## src/verilog/pp_pkg.sv

```systemverilog
package pp_pkg;

  // ==========================================================================
  // Register byte offsets
  localparam logic [11:0] OFF_MODE = 12'h000;
  localparam logic [11:0] OFF_ADDR = 12'h004;
  localparam logic [11:0] OFF_DATA = 12'h008;
  localparam logic [11:0] OFF_STAT = 12'h00c;
  localparam logic [11:0] OFF_MASK = 12'h010;

  // ==========================================================================
  // Mode register fields
  localparam int BUSY_BIT = 15;
  localparam int IRQ_HI = 14;
  localparam int IRQ_LO = 13;
  localparam int STEP_HI = 12;
  localparam int STEP_LO = 11;
  localparam int WIDE_BIT = 10;
  localparam int MODE_HI = 9;
  localparam int MODE_LO = 8;
  localparam int SETUP_HI = 7;
  localparam int SETUP_LO = 6;
  localparam int STROBE_HI = 5;
  localparam int STROBE_LO = 2;
  localparam int HOLD_HI = 1;
  localparam int HOLD_LO = 0;
  localparam logic [14:0] MODE_RESET = 15'h0000;
  localparam logic [10:0] ADDR_RESET = 11'h000;

  // ==========================================================================
  // Field codes
  localparam logic [1:0] PORT_SLAVE_LEGACY = 2'h0;
  localparam logic [1:0] PORT_SLAVE_ENH = 2'h1;
  localparam logic [1:0] PORT_MASTER2 = 2'h2;
  localparam logic [1:0] PORT_MASTER1 = 2'h3;
  localparam logic [1:0] IRQ_NONE = 2'h0;
  localparam logic [1:0] IRQ_EACH = 2'h1;
  localparam logic [1:0] IRQ_OFF = 2'h2;
  localparam logic [1:0] IRQ_BUFFER = 2'h3;
  localparam logic [1:0] STEP_HOLD = 2'h0;
  localparam logic [1:0] STEP_UP = 2'h1;
  localparam logic [1:0] STEP_DOWN = 2'h2;
  localparam logic [1:0] STEP_BUFFER = 2'h3;
  localparam logic [1:0] BUF_LAST = 2'h3;
  localparam logic [3:0] STROBE_MIN = 4'h0;
  localparam logic [4:0] LEN_ONE = 5'h01;

  // ==========================================================================
  // Bus cycle phases
  typedef enum logic [1:0] {
    PH_IDLE = 2'b00,
    PH_SETUP = 2'b01,
    PH_STROBE = 2'b11,
    PH_HOLD = 2'b10
  } phase_t;

endpackage

```

## src/verilog/strobe_if.sv

```systemverilog
`timescale 1ns/1ps
interface strobe_if;
  logic start;
  logic isWrite;
  logic [4:0] setupLen;
  logic [4:0] strobeLen;
  logic [4:0] holdLen;
  logic [7:0] rdIn;
  pp_pkg::phase_t phase;
  logic done;
  logic [7:0] rdByte;

  modport engine (
    input start, isWrite, setupLen, strobeLen, holdLen, rdIn,
    output phase, done, rdByte
  );
  modport ctrl (
    output start, isWrite, setupLen, strobeLen, holdLen, rdIn,
    input phase, done, rdByte
  );
endinterface
```

## src/verilog/parallel_port_mode_config.sv

```systemverilog
// The implementer's own choices: the APB slave port and the address map.
`timescale 1ns/1ps
module parallel_port_mode_config (
  input wire logic clk,
  input wire logic arst_n,
  input wire logic psel,
  input wire logic penable,
  input wire logic pwrite,
  input wire logic [11:0] paddr,
  input wire logic [31:0] pwdata,
  output logic [31:0] prdata,
  output logic pready,
  output logic pslverr,
  output logic irq,
  output logic port_chip_select,
  output logic port_read_strobe,
  output logic port_write_strobe,
  output logic port_byte_enable,
  output logic [10:0] port_address_lines,
  input wire logic [7:0] port_data_lines_in,
  output logic [7:0] port_data_lines_out,
  output logic port_data_lines_oe
);

  logic [14:0] modeReg;
  logic [10:0] addrReg;
  logic [15:0] dataWord;
  logic [15:0] readWord;
  logic busy;
  logic byteSel;
  logic isWrite;
  logic startPulse;
  logic statusBit;
  logic maskBit;
  logic [7:0] dataSync1;
  logic [7:0] dataSync2;

  strobe_if eng ();

  // ==========================================================================
  // Helpers
  // code plus one
  function automatic logic [4:0] waitLen(input logic [1:0] code);
    waitLen = {3'h0, code} + 5'h01;
  endfunction

  function automatic logic [10:0] stepAddr(input logic [10:0] addr, input logic [1:0] sel);
    case (sel)
      pp_pkg::STEP_UP: stepAddr = addr + 11'h001;
      pp_pkg::STEP_DOWN: stepAddr = addr - 11'h001;
      default: stepAddr = addr;
    endcase
  endfunction

  // ==========================================================================
  // Field decode
  logic [1:0] irqSel;
  logic [1:0] stepSel;
  logic wide;
  logic [1:0] portMode;
  logic [1:0] setupSel;
  logic [3:0] strobeSel;
  logic [1:0] holdSel;
  logic masterMode;
  logic mode1;

  assign irqSel = modeReg[pp_pkg::IRQ_HI:pp_pkg::IRQ_LO];
  assign stepSel = modeReg[pp_pkg::STEP_HI:pp_pkg::STEP_LO];
  assign wide = modeReg[pp_pkg::WIDE_BIT];
  assign portMode = modeReg[pp_pkg::MODE_HI:pp_pkg::MODE_LO];
  assign setupSel = modeReg[pp_pkg::SETUP_HI:pp_pkg::SETUP_LO];
  assign strobeSel = modeReg[pp_pkg::STROBE_HI:pp_pkg::STROBE_LO];
  assign holdSel = modeReg[pp_pkg::HOLD_HI:pp_pkg::HOLD_LO];
  // master pinning only in the two master codes
  assign masterMode = (portMode == pp_pkg::PORT_MASTER2) || (portMode == pp_pkg::PORT_MASTER1);
  assign mode1 = (portMode == pp_pkg::PORT_MASTER1);

  // ==========================================================================
  // APB decode
  logic access;
  logic setupPh;
  logic hitMode;
  logic hitAddr;
  logic hitData;
  logic hitStat;
  logic hitMask;
  logic mapped;
  logic wrMode;
  logic wrAddr;
  logic wrStat;
  logic wrMask;
  logic accept;
  logic [31:0] readValue;

  assign access = psel && penable;
  assign setupPh = psel && !penable;
  assign hitMode = (paddr == pp_pkg::OFF_MODE);
  assign hitAddr = (paddr == pp_pkg::OFF_ADDR);
  assign hitData = (paddr == pp_pkg::OFF_DATA);
  assign hitStat = (paddr == pp_pkg::OFF_STAT);
  assign hitMask = (paddr == pp_pkg::OFF_MASK);
  assign mapped = hitMode || hitAddr || hitData || hitStat || hitMask;
  assign pready = 1'b1;
  assign pslverr = access && !mapped;
  assign wrMode = access && pwrite && hitMode && !busy;
  assign wrAddr = access && pwrite && hitAddr && !busy;
  assign wrStat = access && pwrite && hitStat;
  assign wrMask = access && pwrite && hitMask;
  // Data accesses start bus cycles only in master modes when idle
  assign accept = access && hitData && masterMode && !busy;

  // busy shown in bit 15, above the mode fields
  assign readValue = hitMode ? {16'h0000, busy, modeReg} :
                     hitAddr ? {21'h000000, addrReg} :
                     hitData ? {16'h0000, readWord} :
                     hitStat ? {31'h00000000, statusBit} :
                     hitMask ? {31'h00000000, maskBit} : 32'h00000000;

  always_ff @(posedge clk or negedge arst_n) begin
    if (!arst_n) begin
      prdata <= 32'h00000000;
    end else if (setupPh) begin
      prdata <= readValue;
    end
  end

  // ==========================================================================
  // Configuration registers
  always_ff @(posedge clk or negedge arst_n) begin
    if (!arst_n) begin
      modeReg <= pp_pkg::MODE_RESET;
    end else if (wrMode) begin
      modeReg <= pwdata[14:0];
    end
  end

  // ==========================================================================
  // Transfer control
  logic engDone;
  logic lastDone;
  logic secondStart;

  assign engDone = eng.done;
  // second byte after the low byte
  assign secondStart = engDone && wide && !byteSel;
  // narrow accesses finish after one byte
  assign lastDone = engDone && (!wide || byteSel);

  always_ff @(posedge clk or negedge arst_n) begin
    if (!arst_n) begin
      busy <= 1'b0;
      byteSel <= 1'b0;
      isWrite <= 1'b0;
      startPulse <= 1'b0;
    end else begin
      startPulse <= accept || secondStart;
      if (accept) begin
        busy <= 1'b1;
        byteSel <= 1'b0;
        isWrite <= pwrite;
      end else if (secondStart) begin
        byteSel <= 1'b1;
      end else if (lastDone) begin
        busy <= 1'b0;
      end
    end
  end

  always_ff @(posedge clk or negedge arst_n) begin
    if (!arst_n) begin
      dataWord <= 16'h0000;
      port_data_lines_out <= 8'h00;
    end else if (accept && pwrite) begin
      dataWord <= pwdata[15:0];
      port_data_lines_out <= pwdata[7:0];
    end else if (secondStart) begin
      port_data_lines_out <= dataWord[15:8];
    end
  end

  always_ff @(posedge clk or negedge arst_n) begin
    if (!arst_n) begin
      readWord <= 16'h0000;
    end else if (engDone && !isWrite) begin
      if (byteSel) begin
        readWord[15:8] <= eng.rdByte;
      end else begin
        readWord[7:0] <= eng.rdByte;
      end
    end
  end

  always_ff @(posedge clk or negedge arst_n) begin
    if (!arst_n) begin
      addrReg <= pp_pkg::ADDR_RESET;
    end else if (wrAddr) begin
      addrReg <= pwdata[10:0];
    end else if (lastDone) begin
      addrReg <= stepAddr(addrReg, stepSel);
    end
  end

  // ==========================================================================
  // Interrupt status
  logic irqEvent;

  assign irqEvent = lastDone && ((irqSel == pp_pkg::IRQ_EACH) ||
                    ((irqSel == pp_pkg::IRQ_BUFFER) && (addrReg[1:0] == pp_pkg::BUF_LAST)));

  always_ff @(posedge clk or negedge arst_n) begin
    if (!arst_n) begin
      statusBit <= 1'b0;
      maskBit <= 1'b0;
    end else begin
      if (irqEvent) begin
        statusBit <= 1'b1;
      end else if (wrStat && pwdata[0]) begin
        statusBit <= 1'b0;
      end
      if (wrMask) begin
        maskBit <= pwdata[0];
      end
    end
  end

  assign irq = statusBit && maskBit;

  // ==========================================================================
  // Bus cycle engine
  always_ff @(posedge clk or negedge arst_n) begin
    if (!arst_n) begin
      dataSync1 <= 8'h00;
      dataSync2 <= 8'h00;
    end else begin
      dataSync1 <= port_data_lines_in;
      dataSync2 <= dataSync1;
    end
  end

  assign eng.start = startPulse;
  assign eng.isWrite = isWrite;
  assign eng.rdIn = dataSync2;
  // zero strobe code drops extra setup and hold
  assign eng.setupLen = (strobeSel == pp_pkg::STROBE_MIN) ? pp_pkg::LEN_ONE : waitLen(setupSel);
  assign eng.holdLen = (strobeSel == pp_pkg::STROBE_MIN) ? pp_pkg::LEN_ONE : waitLen(holdSel);
  // strobe of one plus the code
  assign eng.strobeLen = {1'b0, strobeSel} + 5'h01;

  strobe_engine u_engine (
    .clk(clk),
    .arst_n(arst_n),
    .bus(eng.engine)
  );

  // ==========================================================================
  // Port pins
  logic engActive;
  logic inStrobe;

  assign engActive = (eng.phase != pp_pkg::PH_IDLE);
  assign inStrobe = (eng.phase == pp_pkg::PH_STROBE);
  assign port_chip_select = engActive;
  // separate strobes in master 2, direction and enable in master 1
  assign port_read_strobe = mode1 ? (engActive && !isWrite) : (inStrobe && !isWrite);
  assign port_write_strobe = mode1 ? inStrobe : (inStrobe && isWrite);
  assign port_byte_enable = inStrobe;
  assign port_address_lines = addrReg;
  assign port_data_lines_oe = engActive && isWrite;

  // ==========================================================================
  // Checks
  a_busy_covers_cycle: assert property (@(posedge clk) disable iff (!arst_n)
    engActive |-> busy)
    else $error("Bus cycle runs without busy");
  a_busy_readback: assert property (@(posedge clk) disable iff (!arst_n)
    (setupPh && hitMode) |=> prdata[15] == $past(busy))
    else $error("Busy flag readback wrong");
  a_irq_off_mode: assert property (@(posedge clk) disable iff (!arst_n)
    (lastDone && irqSel == pp_pkg::IRQ_OFF && !statusBit) |=> !statusBit)
    else $error("Event raised with interrupts off");
  a_irq_buffer_last: assert property (@(posedge clk) disable iff (!arst_n)
    (lastDone && irqSel == pp_pkg::IRQ_BUFFER && addrReg[1:0] == 2'h3) |=> statusBit)
    else $error("Last buffer slot raised no event");
  a_addr_step_up: assert property (@(posedge clk) disable iff (!arst_n)
    (lastDone && stepSel == pp_pkg::STEP_UP) |=> addrReg == $past(addrReg) + 11'h001)
    else $error("Address did not step up");
  a_narrow_single: assert property (@(posedge clk) disable iff (!arst_n)
    (engDone && !wide) |=> !busy && !engActive)
    else $error("Narrow access ran more than one byte");
  a_master2_strobes: assert property (@(posedge clk) disable iff (!arst_n)
    (portMode == pp_pkg::PORT_MASTER2 && inStrobe)
      |-> (port_write_strobe == isWrite) && (port_read_strobe == !isWrite))
    else $error("Master 2 strobe mismatch");
  a_no_extra_wait: assert property (@(posedge clk) disable iff (!arst_n)
    (strobeSel == 4'h0) |-> (eng.setupLen == 5'h01) && (eng.holdLen == 5'h01))
    else $error("Extra wait applied with zero strobe code");
  a_wide_low_first: assert property (@(posedge clk) disable iff (!arst_n)
    secondStart |=> byteSel && startPulse ##1 eng.phase == pp_pkg::PH_SETUP)
    else $error("High byte transfer did not follow");
  a_mode_frozen: assert property (@(posedge clk) disable iff (!arst_n)
    busy |=> $stable(modeReg))
    else $error("Mode changed during a transfer");
  a_slave_no_cycle: assert property (@(posedge clk) disable iff (!arst_n)
    (access && hitData && !masterMode) |=> !startPulse)
    else $error("Slave mode started a bus cycle");
  a_master1_read_level: assert property (@(posedge clk) disable iff (!arst_n)
    (mode1 && engActive && !isWrite) |-> port_read_strobe)
    else $error("Master 1 read level dropped");
  a_addr_step_down: assert property (@(posedge clk) disable iff (!arst_n)
    (lastDone && stepSel == pp_pkg::STEP_DOWN) |=> addrReg == $past(addrReg) - 11'h001)
    else $error("Address did not step down");
  a_addr_step_hold: assert property (@(posedge clk) disable iff (!arst_n)
    (lastDone && (stepSel == pp_pkg::STEP_HOLD || stepSel == pp_pkg::STEP_BUFFER))
      |=> $stable(addrReg))
    else $error("Address moved in hold step mode");
  a_irq_each_access: assert property (@(posedge clk) disable iff (!arst_n)
    (lastDone && irqSel == pp_pkg::IRQ_EACH) |=> statusBit)
    else $error("Completed access raised no event");
  a_status_clear: assert property (@(posedge clk) disable iff (!arst_n)
    (wrStat && pwdata[0] && !irqEvent) |=> !statusBit)
    else $error("Status bit not cleared by write");
  a_addr_frozen: assert property (@(posedge clk) disable iff (!arst_n)
    (busy && !lastDone) |=> $stable(addrReg))
    else $error("Address changed during a transfer");
  a_high_byte_out: assert property (@(posedge clk) disable iff (!arst_n)
    (secondStart && isWrite) |=> port_data_lines_out == dataWord[15:8])
    else $error("High byte not placed on the bus");
  a_read_low_first: assert property (@(posedge clk) disable iff (!arst_n)
    (engDone && !isWrite && !byteSel) |=> readWord[7:0] == $past(eng.rdByte))
    else $error("First read byte not stored low");
  a_write_drives_bus: assert property (@(posedge clk) disable iff (!arst_n)
    (engActive && isWrite) |-> port_data_lines_oe && !port_read_strobe)
    else $error("Write cycle without bus drive");
  a_idle_no_select: assert property (@(posedge clk) disable iff (!arst_n)
    !busy |-> !port_chip_select)
    else $error("Chip select while not busy");

endmodule

```

## src/verilog/strobe_engine.sv

```systemverilog
`timescale 1ns/1ps
module strobe_engine (
  input wire logic clk,
  input wire logic arst_n,
  strobe_if.engine bus
);

  pp_pkg::phase_t state;
  pp_pkg::phase_t next_state;
  logic [4:0] cnt;
  logic [4:0] nextLen;
  logic [4:0] phaseCnt;
  logic lastCycle;

  // ==========================================================================
  // Phase sequencing
  assign lastCycle = (cnt == pp_pkg::LEN_ONE);
  assign bus.phase = state;
  assign bus.done = (state == pp_pkg::PH_HOLD) && lastCycle;

  always_comb begin
    case (state)
      pp_pkg::PH_IDLE: next_state = bus.start ? pp_pkg::PH_SETUP : pp_pkg::PH_IDLE;
      pp_pkg::PH_SETUP: next_state = lastCycle ? pp_pkg::PH_STROBE : pp_pkg::PH_SETUP;
      pp_pkg::PH_STROBE: next_state = lastCycle ? pp_pkg::PH_HOLD : pp_pkg::PH_STROBE;
      pp_pkg::PH_HOLD: next_state = lastCycle ? pp_pkg::PH_IDLE : pp_pkg::PH_HOLD;
      default: next_state = pp_pkg::PH_IDLE;
    endcase
  end

  assign nextLen = (next_state == pp_pkg::PH_SETUP) ? bus.setupLen :
                   (next_state == pp_pkg::PH_STROBE) ? bus.strobeLen :
                   (next_state == pp_pkg::PH_HOLD) ? bus.holdLen : pp_pkg::LEN_ONE;

  always_ff @(posedge clk or negedge arst_n) begin
    if (!arst_n) begin
      state <= pp_pkg::PH_IDLE;
      cnt <= pp_pkg::LEN_ONE;
    end else begin
      state <= next_state;
      if (state != next_state) begin
        cnt <= nextLen;
      end else if (cnt != 5'h00) begin
        cnt <= cnt - 5'h01;
      end
    end
  end

  // Read data is taken on the last strobe cycle
  always_ff @(posedge clk or negedge arst_n) begin
    if (!arst_n) begin
      bus.rdByte <= 8'h00;
    end else if ((state == pp_pkg::PH_STROBE) && lastCycle && !bus.isWrite) begin
      bus.rdByte <= bus.rdIn;
    end
  end

  // ==========================================================================
  // Checks
  always_ff @(posedge clk or negedge arst_n) begin
    if (!arst_n) begin
      phaseCnt <= pp_pkg::LEN_ONE;
    end else if (state != next_state) begin
      phaseCnt <= pp_pkg::LEN_ONE;
    end else begin
      phaseCnt <= phaseCnt + 5'h01;
    end
  end

  a_setup_length: assert property (@(posedge clk) disable iff (!arst_n)
    (state == pp_pkg::PH_SETUP && next_state != pp_pkg::PH_SETUP) |-> phaseCnt == bus.setupLen)
    else $error("Setup phase length wrong");
  a_strobe_length: assert property (@(posedge clk) disable iff (!arst_n)
    (state == pp_pkg::PH_STROBE && next_state != pp_pkg::PH_STROBE)
      |-> phaseCnt == bus.strobeLen)
    else $error("Strobe phase length wrong");
  a_hold_length: assert property (@(posedge clk) disable iff (!arst_n)
    (state == pp_pkg::PH_HOLD && next_state != pp_pkg::PH_HOLD) |-> phaseCnt == bus.holdLen)
    else $error("Hold phase length wrong");

endmodule

```

## config.mk

```make
export PLATFORM = sky130hd
export DESIGN_NAME = parallel_port_mode_config
export DESIGN_NICKNAME = d
export VERILOG_FILES = /design/src/verilog/pp_pkg.sv /design/src/verilog/strobe_if.sv /design/src/verilog/parallel_port_mode_config.sv /design/src/verilog/strobe_engine.sv
export SDC_FILE = /design/constraint.sdc
export NUM_CORES = 1
export LEC_CHECK = 0
export BUFFER_PORTS_ARGS = -buffer_cell sky130_fd_sc_hd__buf_4
export CORE_AREA = 2 2 102 104
export DETAILED_ROUTE_END_ITERATION = 16
export DIE_AREA = 0 0 104 106
export PLACE_DENSITY = 0.9
export REMOVE_ABC_BUFFERS = 1
export SLEW_MARGIN = 20
export SYNTH_ARGS = -nofsm -noshare
export SYNTH_HDL_FRONTEND = slang
export SYNTH_SLANG_ARGS = --single-unit
export TNS_END_PERCENT = 20
```

## constraint.sdc

```tcl
create_clock -name clk -period 3 [get_ports clk]
set_clock_uncertainty 0.05 [all_clocks]
set_input_delay 0.6 -clock clk [delete_from_list [all_inputs] [get_ports clk]]
set_output_delay 0.6 -clock clk [all_outputs]
set_load 0.01 [all_outputs]
```

==> summary.md, run 1 <==
| Metric | Value |
|---|---|
| Number of library cell types mapped by synthesis | `between 60 and 70` |
| Flip-flop and latch count after synthesis | `about 110` |
| Cell row count | `37` |
| Most Crowded Layer GR | `met2` |
| Warnings, synthesis | `0` |
| Worst relative slew slack | `0.3485` |
| CP Class | `reg -> reg` |
| Highest achievable clock rate | `around 0.4 GHz` |
| Peak supply drop | `between 0.3 and 0.4 mV` |
| Endpoint required time on the critical path | `3.26 ns` |
| Detailed-route DRC error count | `0` |
| Area after DPL | `0.006003 mm^2` |
| Critical Path Sink Type | `register` |
| Number of antenna violations at the first check in global routing | `0` |
| Antenna-violating nets left | `0` |
| Max-slew violations | `0` |
| Met1 Resource Use GR | `0.2980` |
| Worst slew pin tran | `0.9752 ns` |
| Vert. Die Dim | `roughly 110 um` |
| Post-Route Setup TNS | `0 ns` |
| Number of vias after detailed routing | `4088` |
| Number of buffers inserted by port buffering | `82` |
| Share of async-settable or async-resettable flops after synthesis | `1.000` |
| Cell with the biggest individual delay on the critical path | `sky130_fd_sc_hd__or4_4` |
| Clock input transition at the sequential cells of the worst setup and hold paths | `0.11 ns` |
| Status | `finished clean` |
| TritonCTS clock tree | `yes` |
| GR Util All Layers | `0.2337` |
| Number of antenna repair diodes | `0` |
| Iteration-0 DRC Markers | `386` |
| Time the worst path needs with I/O delays and setup | `2.553 ns` |
| Synthesized cell area | `0.005358 mm^2` |
| Setup crit start kind | `register` |
| Launch point of the worst reg-to-reg path | `modeReg[11]$_DFFE_PN0P_` |
| Critical Path Fanout Max | `7` |
| Core region area | `roughly 0.01 mm^2` |
| Average wire per cell in the routed design | `17.52 um` |
| GR met2 Demand/Resource | `0.3891` |
| Maximum level of the CTS H-tree | `3` |
| Sequential cell area | `0.002779 mm^2` |
| CTS hold repair buffers | `0` |
| Root buffer cell | `sky130_fd_sc_hd__clkbuf_8` |
| Number of buffers inserted during clock tree synthesis | `9` |
| Most frequent cells in the layout | `sky130_fd_sc_hd__dfrtp_1, sky130_fd_sc_hd__buf_4, sky130_fd_sc_hd__nand2_1` |
| Portion of the post-synthesis area used by sequential elements | `0.5187` |
| Synth-to-layout area growth | `15.62%` |
| Number of standard cells after synthesis | `495` |
| Pin count of the biggest net entering global routing | `roughly 110` |
| Number of buffers inserted to repair setup after CTS | `0` |
| Cell-by-cell listing of the critical path | `nand2b_1 > xnor2_1 > ha_1 > or4_4 > nor4_1 > o21bai_1 > xor2_1 > a21oi_1` |
| Final nets | `around 640` |
| First-pass DRT Iterations | `5` |
| Longest Clk Path Bufs | `2` |
| M3 GR Usage | `0.04231` |
| Die Wd | `104 um` |
| Launching instance or port of the critical path | `modeReg[11]$_DFFE_PN0P_` |
| Fin crit share | `0.8510` |
| Clock Sink Count | `111` |
| Largest stage delay on the critical path | `between 0.5 and 0.6 ns` |
| Area taken by multi-input logic gates | `0.002344 mm^2` |
| Final hold vios | `0` |
| Final weighted congestion in routability-driven placement | `0.8546` |
| Setup repair after global routing missed its margin | `false` |
| Static Leakage | `2.897 nW` |
| Routed WL | `12460 um` |
| P per Cell Area | `between 400 and 500 mW/mm^2` |
| Remaining global-route overflow | `0` |
| EDFF count, synth | `0` |
| Clock latency reported for the late side of the worst-skew pair | `~0.38 ns` |
| Post-layout instance area | `0.006195 mm^2` |
| Detailed Place HPWL | `8827 um` |
| Leading cell type in the layout, fill and taps excluded | `sky130_fd_sc_hd__dfrtp_1` |
| Mean instance size in the synthesized netlist | `10.82 um^2` |
| Via count of the first global-routing pass | `4057` |
| Max-Cap Viols | `0` |
| Final count of negative-setup-slack endpoints | `0` |
| Worst hold path class | `in -> async` |
| PostCTS Resize Cnt | `0` |
| Wire length of the first global-routing pass | `20290 um` |
| Slack of the worst reg-to-reg path | `0.45 ns` |
| Total die area | `~0.011 mm^2` |
| Initial Utilization | `0.5358` |
| Share of cells above drive strength 1 | `0.2661` |
| Boundary Pins | `116` |
| Top FF cell, synth | `sky130_fd_sc_hd__dfrtp_1` |
| Data arrival time of the critical path | `between 2 and 3 ns` |
| Total Power Consumption | `~2.9 mW` |
| Fill cells | `797` |
| Via density per instance | `approximately 5.7` |
==> synth_stat cells (9+ instances only) <==
master / count / area [um^2]
sky130_fd_sc_hd__nor2_1: 51 / 191.4
sky130_fd_sc_hd__nand2_1: 52 / 195.2
sky130_fd_sc_hd__dfrtp_1: 110 / 2753
sky130_fd_sc_hd__clkbuf_1: 15 / 56.30
sky130_fd_sc_hd__buf_4: 17 / 127.6
sky130_fd_sc_hd__mux2i_1: 9 / 90.09
sky130_fd_sc_hd__a221oi_1: 10 / 87.58
sky130_fd_sc_hd__mux2_2: 33 / 371.6
sky130_fd_sc_hd__a21oi_1: 39 / 195.2
sky130_fd_sc_hd__mux2_1: 14 / 157.7
sky130_fd_sc_hd__xnor2_1: 10 / 87.58
sky130_fd_sc_hd__o21ai_0: 18 / 90.09
==> final cells by class <==
class / count / share of cell area
clock buffer: 12 / 0.02505
multi-input combinational: 351 / 0.3783
timing repair buffer: 89 / 0.1099
tap: 136 / 0.02747
sequential: 111 / 0.4486
inverter: 8 / 0.004848
clock inverter: 4 / 0.005857
==> power by group <==
group / internal [mW] / switching (mW)
Clock: 0.360 / 0.510
Sequential: 1.58 / 0.0716
Combinational: 0.175 / 0.227
Total: 2.11 / 0.809
==> critical path, delay by kind of cell, from the launching register on <==
kind / cells / cell delay [ns]
simple gates: 3 / 1.10
flops: 1 / 0.47
xor+xnor: 2 / 0.33
compound gates: 2 / 0.28
fa+ha+maj: 1 / 0.26
==> state kept, by name, summed over array words and instances, names as in the netlist <==
name and cells:
modeReg 15, dataSync1 8, u_engine.bus.rdByte 8, u_engine.cnt 5, port_data_lines_out 8, port_address_lines 11, byteSel 1, dataWord 8
maskBit 1, readWord 16, statusBit 1, eng.isWrite 1, u_engine.bus.phase 2, prdata 16, busy 1, dataSync2 8
eng.start 1
==> per-stage QoR <==
step	instances	util	setup WS, ns	hold WS (ns)
final	711	0.6195	0.4470	0.2322
after global routing	711	0.6195	0.3928	0.2523
after CTS	711	0.6195	0.5158	0.2509
after detailed placement	695	0.6004	0.4008	0.2847
after global placement	695	0.6004	0.4936	0.2816
after floorplan	470	-	0.3649	0.2544
==> logic make-up (layout without fill, tap and decap cells) <==
group / Yosys count / count (layout) / share of synthesized area
flops: 111 / 111 / 0.5187
mux: 56 / 56 / 0.1156
other cells: 2 / 17 / 0.001402
fa+ha+maj: 8 / 8 / 0.01868
buf+inv: 48 / 113 / 0.05441
simple gates: 156 / 156 / 0.1518
xor+xnor: 15 / 15 / 0.02452
compound gates: 99 / 99 / 0.1149
==> layer usage <==
metal  wire (um)  vias to the layer above
li1            -                     1858
met1        5015                     1986
met2        6143                      213
met3         948                       31
met4         348                        0
met5           0                        -
==> worst paths after layout <==
check	to	cells after the start
min in group clk	dataSync1[0]$_DFF_PN0_	1
max in group asynchronous	dataSync1[4]$_DFF_PN0_	2
worst max register to register	port_address_lines[10]$_DFFE_PN0P_	8
worst min register to register	dataSync2[6]$_DFF_PN0_	0
worst min-delay path	port_data_lines_out[5]$_DFFE_PN0P_	2
worst max-delay path	port_address_lines[10]$_DFFE_PN0P_	8
(Power assumes the default switching activity.)
==> run 2: changes to the inputs <==
==> constraint.sdc (replaced) <==
create_clock -name clk -period 2.58 [get_ports clk]
set_clock_uncertainty 0.05 [all_clocks]
set_input_delay 0.516 -clock clk [delete_from_list [all_inputs] [get_ports clk]]
set_output_delay 0.516 -clock clk [all_outputs]
set_load 0.01 [all_outputs]
==> summary.md, run 2 (synthesis results as in run 1) <==
| Metric | Value |
|---|---|
| Launch point of the worst reg-to-reg path | `modeReg[11]$_DFFE_PN0P_` |
| Launching instance or port of the critical path | `modeReg[11]$_DFFE_PN0P_` |
| Number of buffers inserted during clock tree synthesis | `9` |
| Endpoint required time on the critical path | `2.84 ns` |
| Final count of negative-setup-slack endpoints | `0` |
| Number of vias after detailed routing | `roughly 4100` |
| Pin count of the biggest net entering global routing | `between 50 and 60` |
| Largest stage delay on the critical path | `around 0.53 ns` |
| Root buffer cell | `sky130_fd_sc_hd__clkbuf_8` |
| Status | `finished clean` |
| Core region area | `0.01000 mm^2` |
| First-pass DRT Iterations | `5` |
| Fill cells | `796` |
| Net Sw Frac | `0.2858` |
| Clock Sink Count | `111` |
| Synth-to-layout area growth | `16.88%` |
| Max-slew violations | `0` |
| P per Cell Area | `between 500 and 600 mW/mm^2` |
| Boundary Pins | `116` |
| Internal power summed over all cells | `2.455 mW` |
| Sequential cell area | `around 0.0028 mm^2` |
| Number of antenna violations at the first check in global routing | `0` |
| Number of buffers inserted by port buffering | `82` |
| Number of buffers inserted to repair setup after CTS | `0` |
| Fin crit share | `0.9412` |
| Critical Path Sink Type | `register` |
| PnR worst setup slack | `0.1516 ns` |
| Final hold vios | `0` |
| Max-Cap Viols | `0` |
| Setup crit start kind | `register` |
| GR Util All Layers | `0.2307` |
| Cell-by-cell listing of the critical path | `nand2b_2 > xnor2_1 > ha_1 > or4_4 > nor4_1 > o21bai_1 > xor2_1 > a21oi_1` |
| Cell with the biggest individual delay on the critical path | `sky130_fd_sc_hd__or4_4` |
| Detailed-route DRC error count | `0` |
| Remaining global-route overflow | `0` |
| Static Leakage | `2.939 nW` |
| Leading cell type in the layout, fill and taps excluded | `sky130_fd_sc_hd__dfrtp_1` |
| Clock power frac | `0.305` |
| Antenna-violating nets left | `0` |
| CP Class | `reg -> reg` |
| Worst hold path class | `in -> async` |
| Clock latency reported for the late side of the worst-skew pair | `0.38 ns` |
| Detailed Place HPWL | `around 9000 um` |
| Family of cells with the greatest summed delay on the critical path | `simple AND/OR/NAND/NOR gates` |
| Buffers plus inverters on the worst setup path | `0` |
| Largest regs | `prdata x16, readWord x16, modeReg x15` |
| Most frequent cells in the layout | `sky130_fd_sc_hd__dfrtp_1, sky130_fd_sc_hd__buf_4, sky130_fd_sc_hd__nand2_1` |
| Via count of the first global-routing pass | `4097` |
| Area taken by multi-input logic gates | `0.002346 mm^2` |
| Final nets | `642` |
| Total Power Consumption | `~3.4 mW` |
| Cell row count | `37` |
| Clock input transition at the sequential cells of the worst setup and hold paths | `0.11 ns` |
| Pre-CTS WS | `0.1219 ns` |
| Combinational power share | `0.138` |
| Highest achievable clock rate | `0.4118 GHz` |
| Routed WL | `12430 um` |
| Number of antenna repair diodes | `0` |
| Via density per instance | `5.779` |
| Iteration-0 DRC Markers | `379` |
| Worst relative slew slack | `0.4690` |
| Sequential share of power | `0.557` |
| TritonCTS clock tree | `yes` |
| Final weighted congestion in routability-driven placement | `0.9292` |
| Maximum level of the CTS H-tree | `3` |
| Worst slew pin tran | `about 0.8 ns` |
| Share of cells above drive strength 1 | `0.2801` |
| Vert. Die Dim | `106 um` |
| Net switching component of the power | `approximately 0.98 mW` |
| Final core occ | `0.6263` |
| Data arrival time of the critical path | `2.68 ns` |
| Wire length of the first global-routing pass | `20240 um` |
| Average wire per cell in the routed design | `17.31 um` |
| Critical Path Fanout Max | `7` |
| Total die area | `0.01102 mm^2` |
| Time the worst path needs with I/O delays and setup | `2.428 ns` |
| Peak supply drop | `0.4527 mV` |
| Longest Clk Path Bufs | `2` |
| Die Wd | `around 100 um` |
| Initial Utilization | `0.5358` |
==> run 2: cell types whose count changed in the layout (fill, tap and decap cells not counted), sizes merged <==
cell / delta
inv: +2
clkinvlp: -1
buf: +7
clkbuf: -2
clkinv: +1
==> run 2: final timing paths <==
kind / slack [ns] / cells past startpoint / end
worst max-delay path: 0.15 / 8 / port_address_lines[10]$_DFFE_PN0P_
worst min-delay path: 0.11 / 1 / dataWord[13]$_DFFE_PN0P_
worst max register to register: 0.15 / 8 / port_address_lines[10]$_DFFE_PN0P_
worst min register to register: 0.31 / 0 / dataSync2[0]$_DFF_PN0_
max in group asynchronous: 1.71 / 2 / readWord[4]$_DFFE_PN0P_
min in group clk: 0.18 / 1 / dataSync1[2]$_DFF_PN0_
==> run 2: repair_timing <==
action | in CTS | in global routing
hold buffers | 0 | 0
endpoints found under the setup margin | 0 | 1
resized for setup | 0 | 2
==> run 2: metrics by stage <==
step                      cell area (um^2)  std cells   TNS (ns)  hold slack [ns]
after global routing                  6262        718  -0.007182           0.1568
after floorplan                       5152        470          0           0.1704
after global placement                6056        702          0           0.2818
final                                 6262        718          0           0.1113
after detailed placement              6056        702          0           0.2904
after CTS                             6259        718          0           0.1364
==> run 2: layer usage <==
metal	global-route usage	wire length (um)
met1	0.2959	5019
met2	0.3750	5979
met3	0.05395	966
met4	0.1052	461
met5	0	0
==> run 2: power groups by stage <==
stage	registers, mW	clock network, mW	logic [mW]
4_1_cts	1.91	1.07	0.479
3_3_place_gp	1.94	0	0.442
6_report	1.91	1.05	0.476
2_1_floorplan	1.94	0	0.257
3_5_place_dp	1.95	0	0.475
5_1_grt	1.92	1.14	0.526
==> run 2: layout make-up <==
class	instances	share of cell area
clock inverters	6	0.01039
repair buffers	96	0.1171
inverters	8	0.004795
well taps	136	0.02717
flip-flops and latches	111	0.4440
clock buffers	10	0.02198
multi-input cells	351	0.3746
==> run 2: worst reg2reg max path: stages (launching register included) <==
cell and delay (ns):
sky130_fd_sc_hd__dfrtp_2 0.47, sky130_fd_sc_hd__nand2b_2 0.26, sky130_fd_sc_hd__xnor2_1 0.16, sky130_fd_sc_hd__ha_1 0.25
sky130_fd_sc_hd__or4_4 0.53, sky130_fd_sc_hd__nor4_1 0.18, sky130_fd_sc_hd__o21bai_1 0.13, sky130_fd_sc_hd__xor2_1 0.17
sky130_fd_sc_hd__a21oi_1 0.16
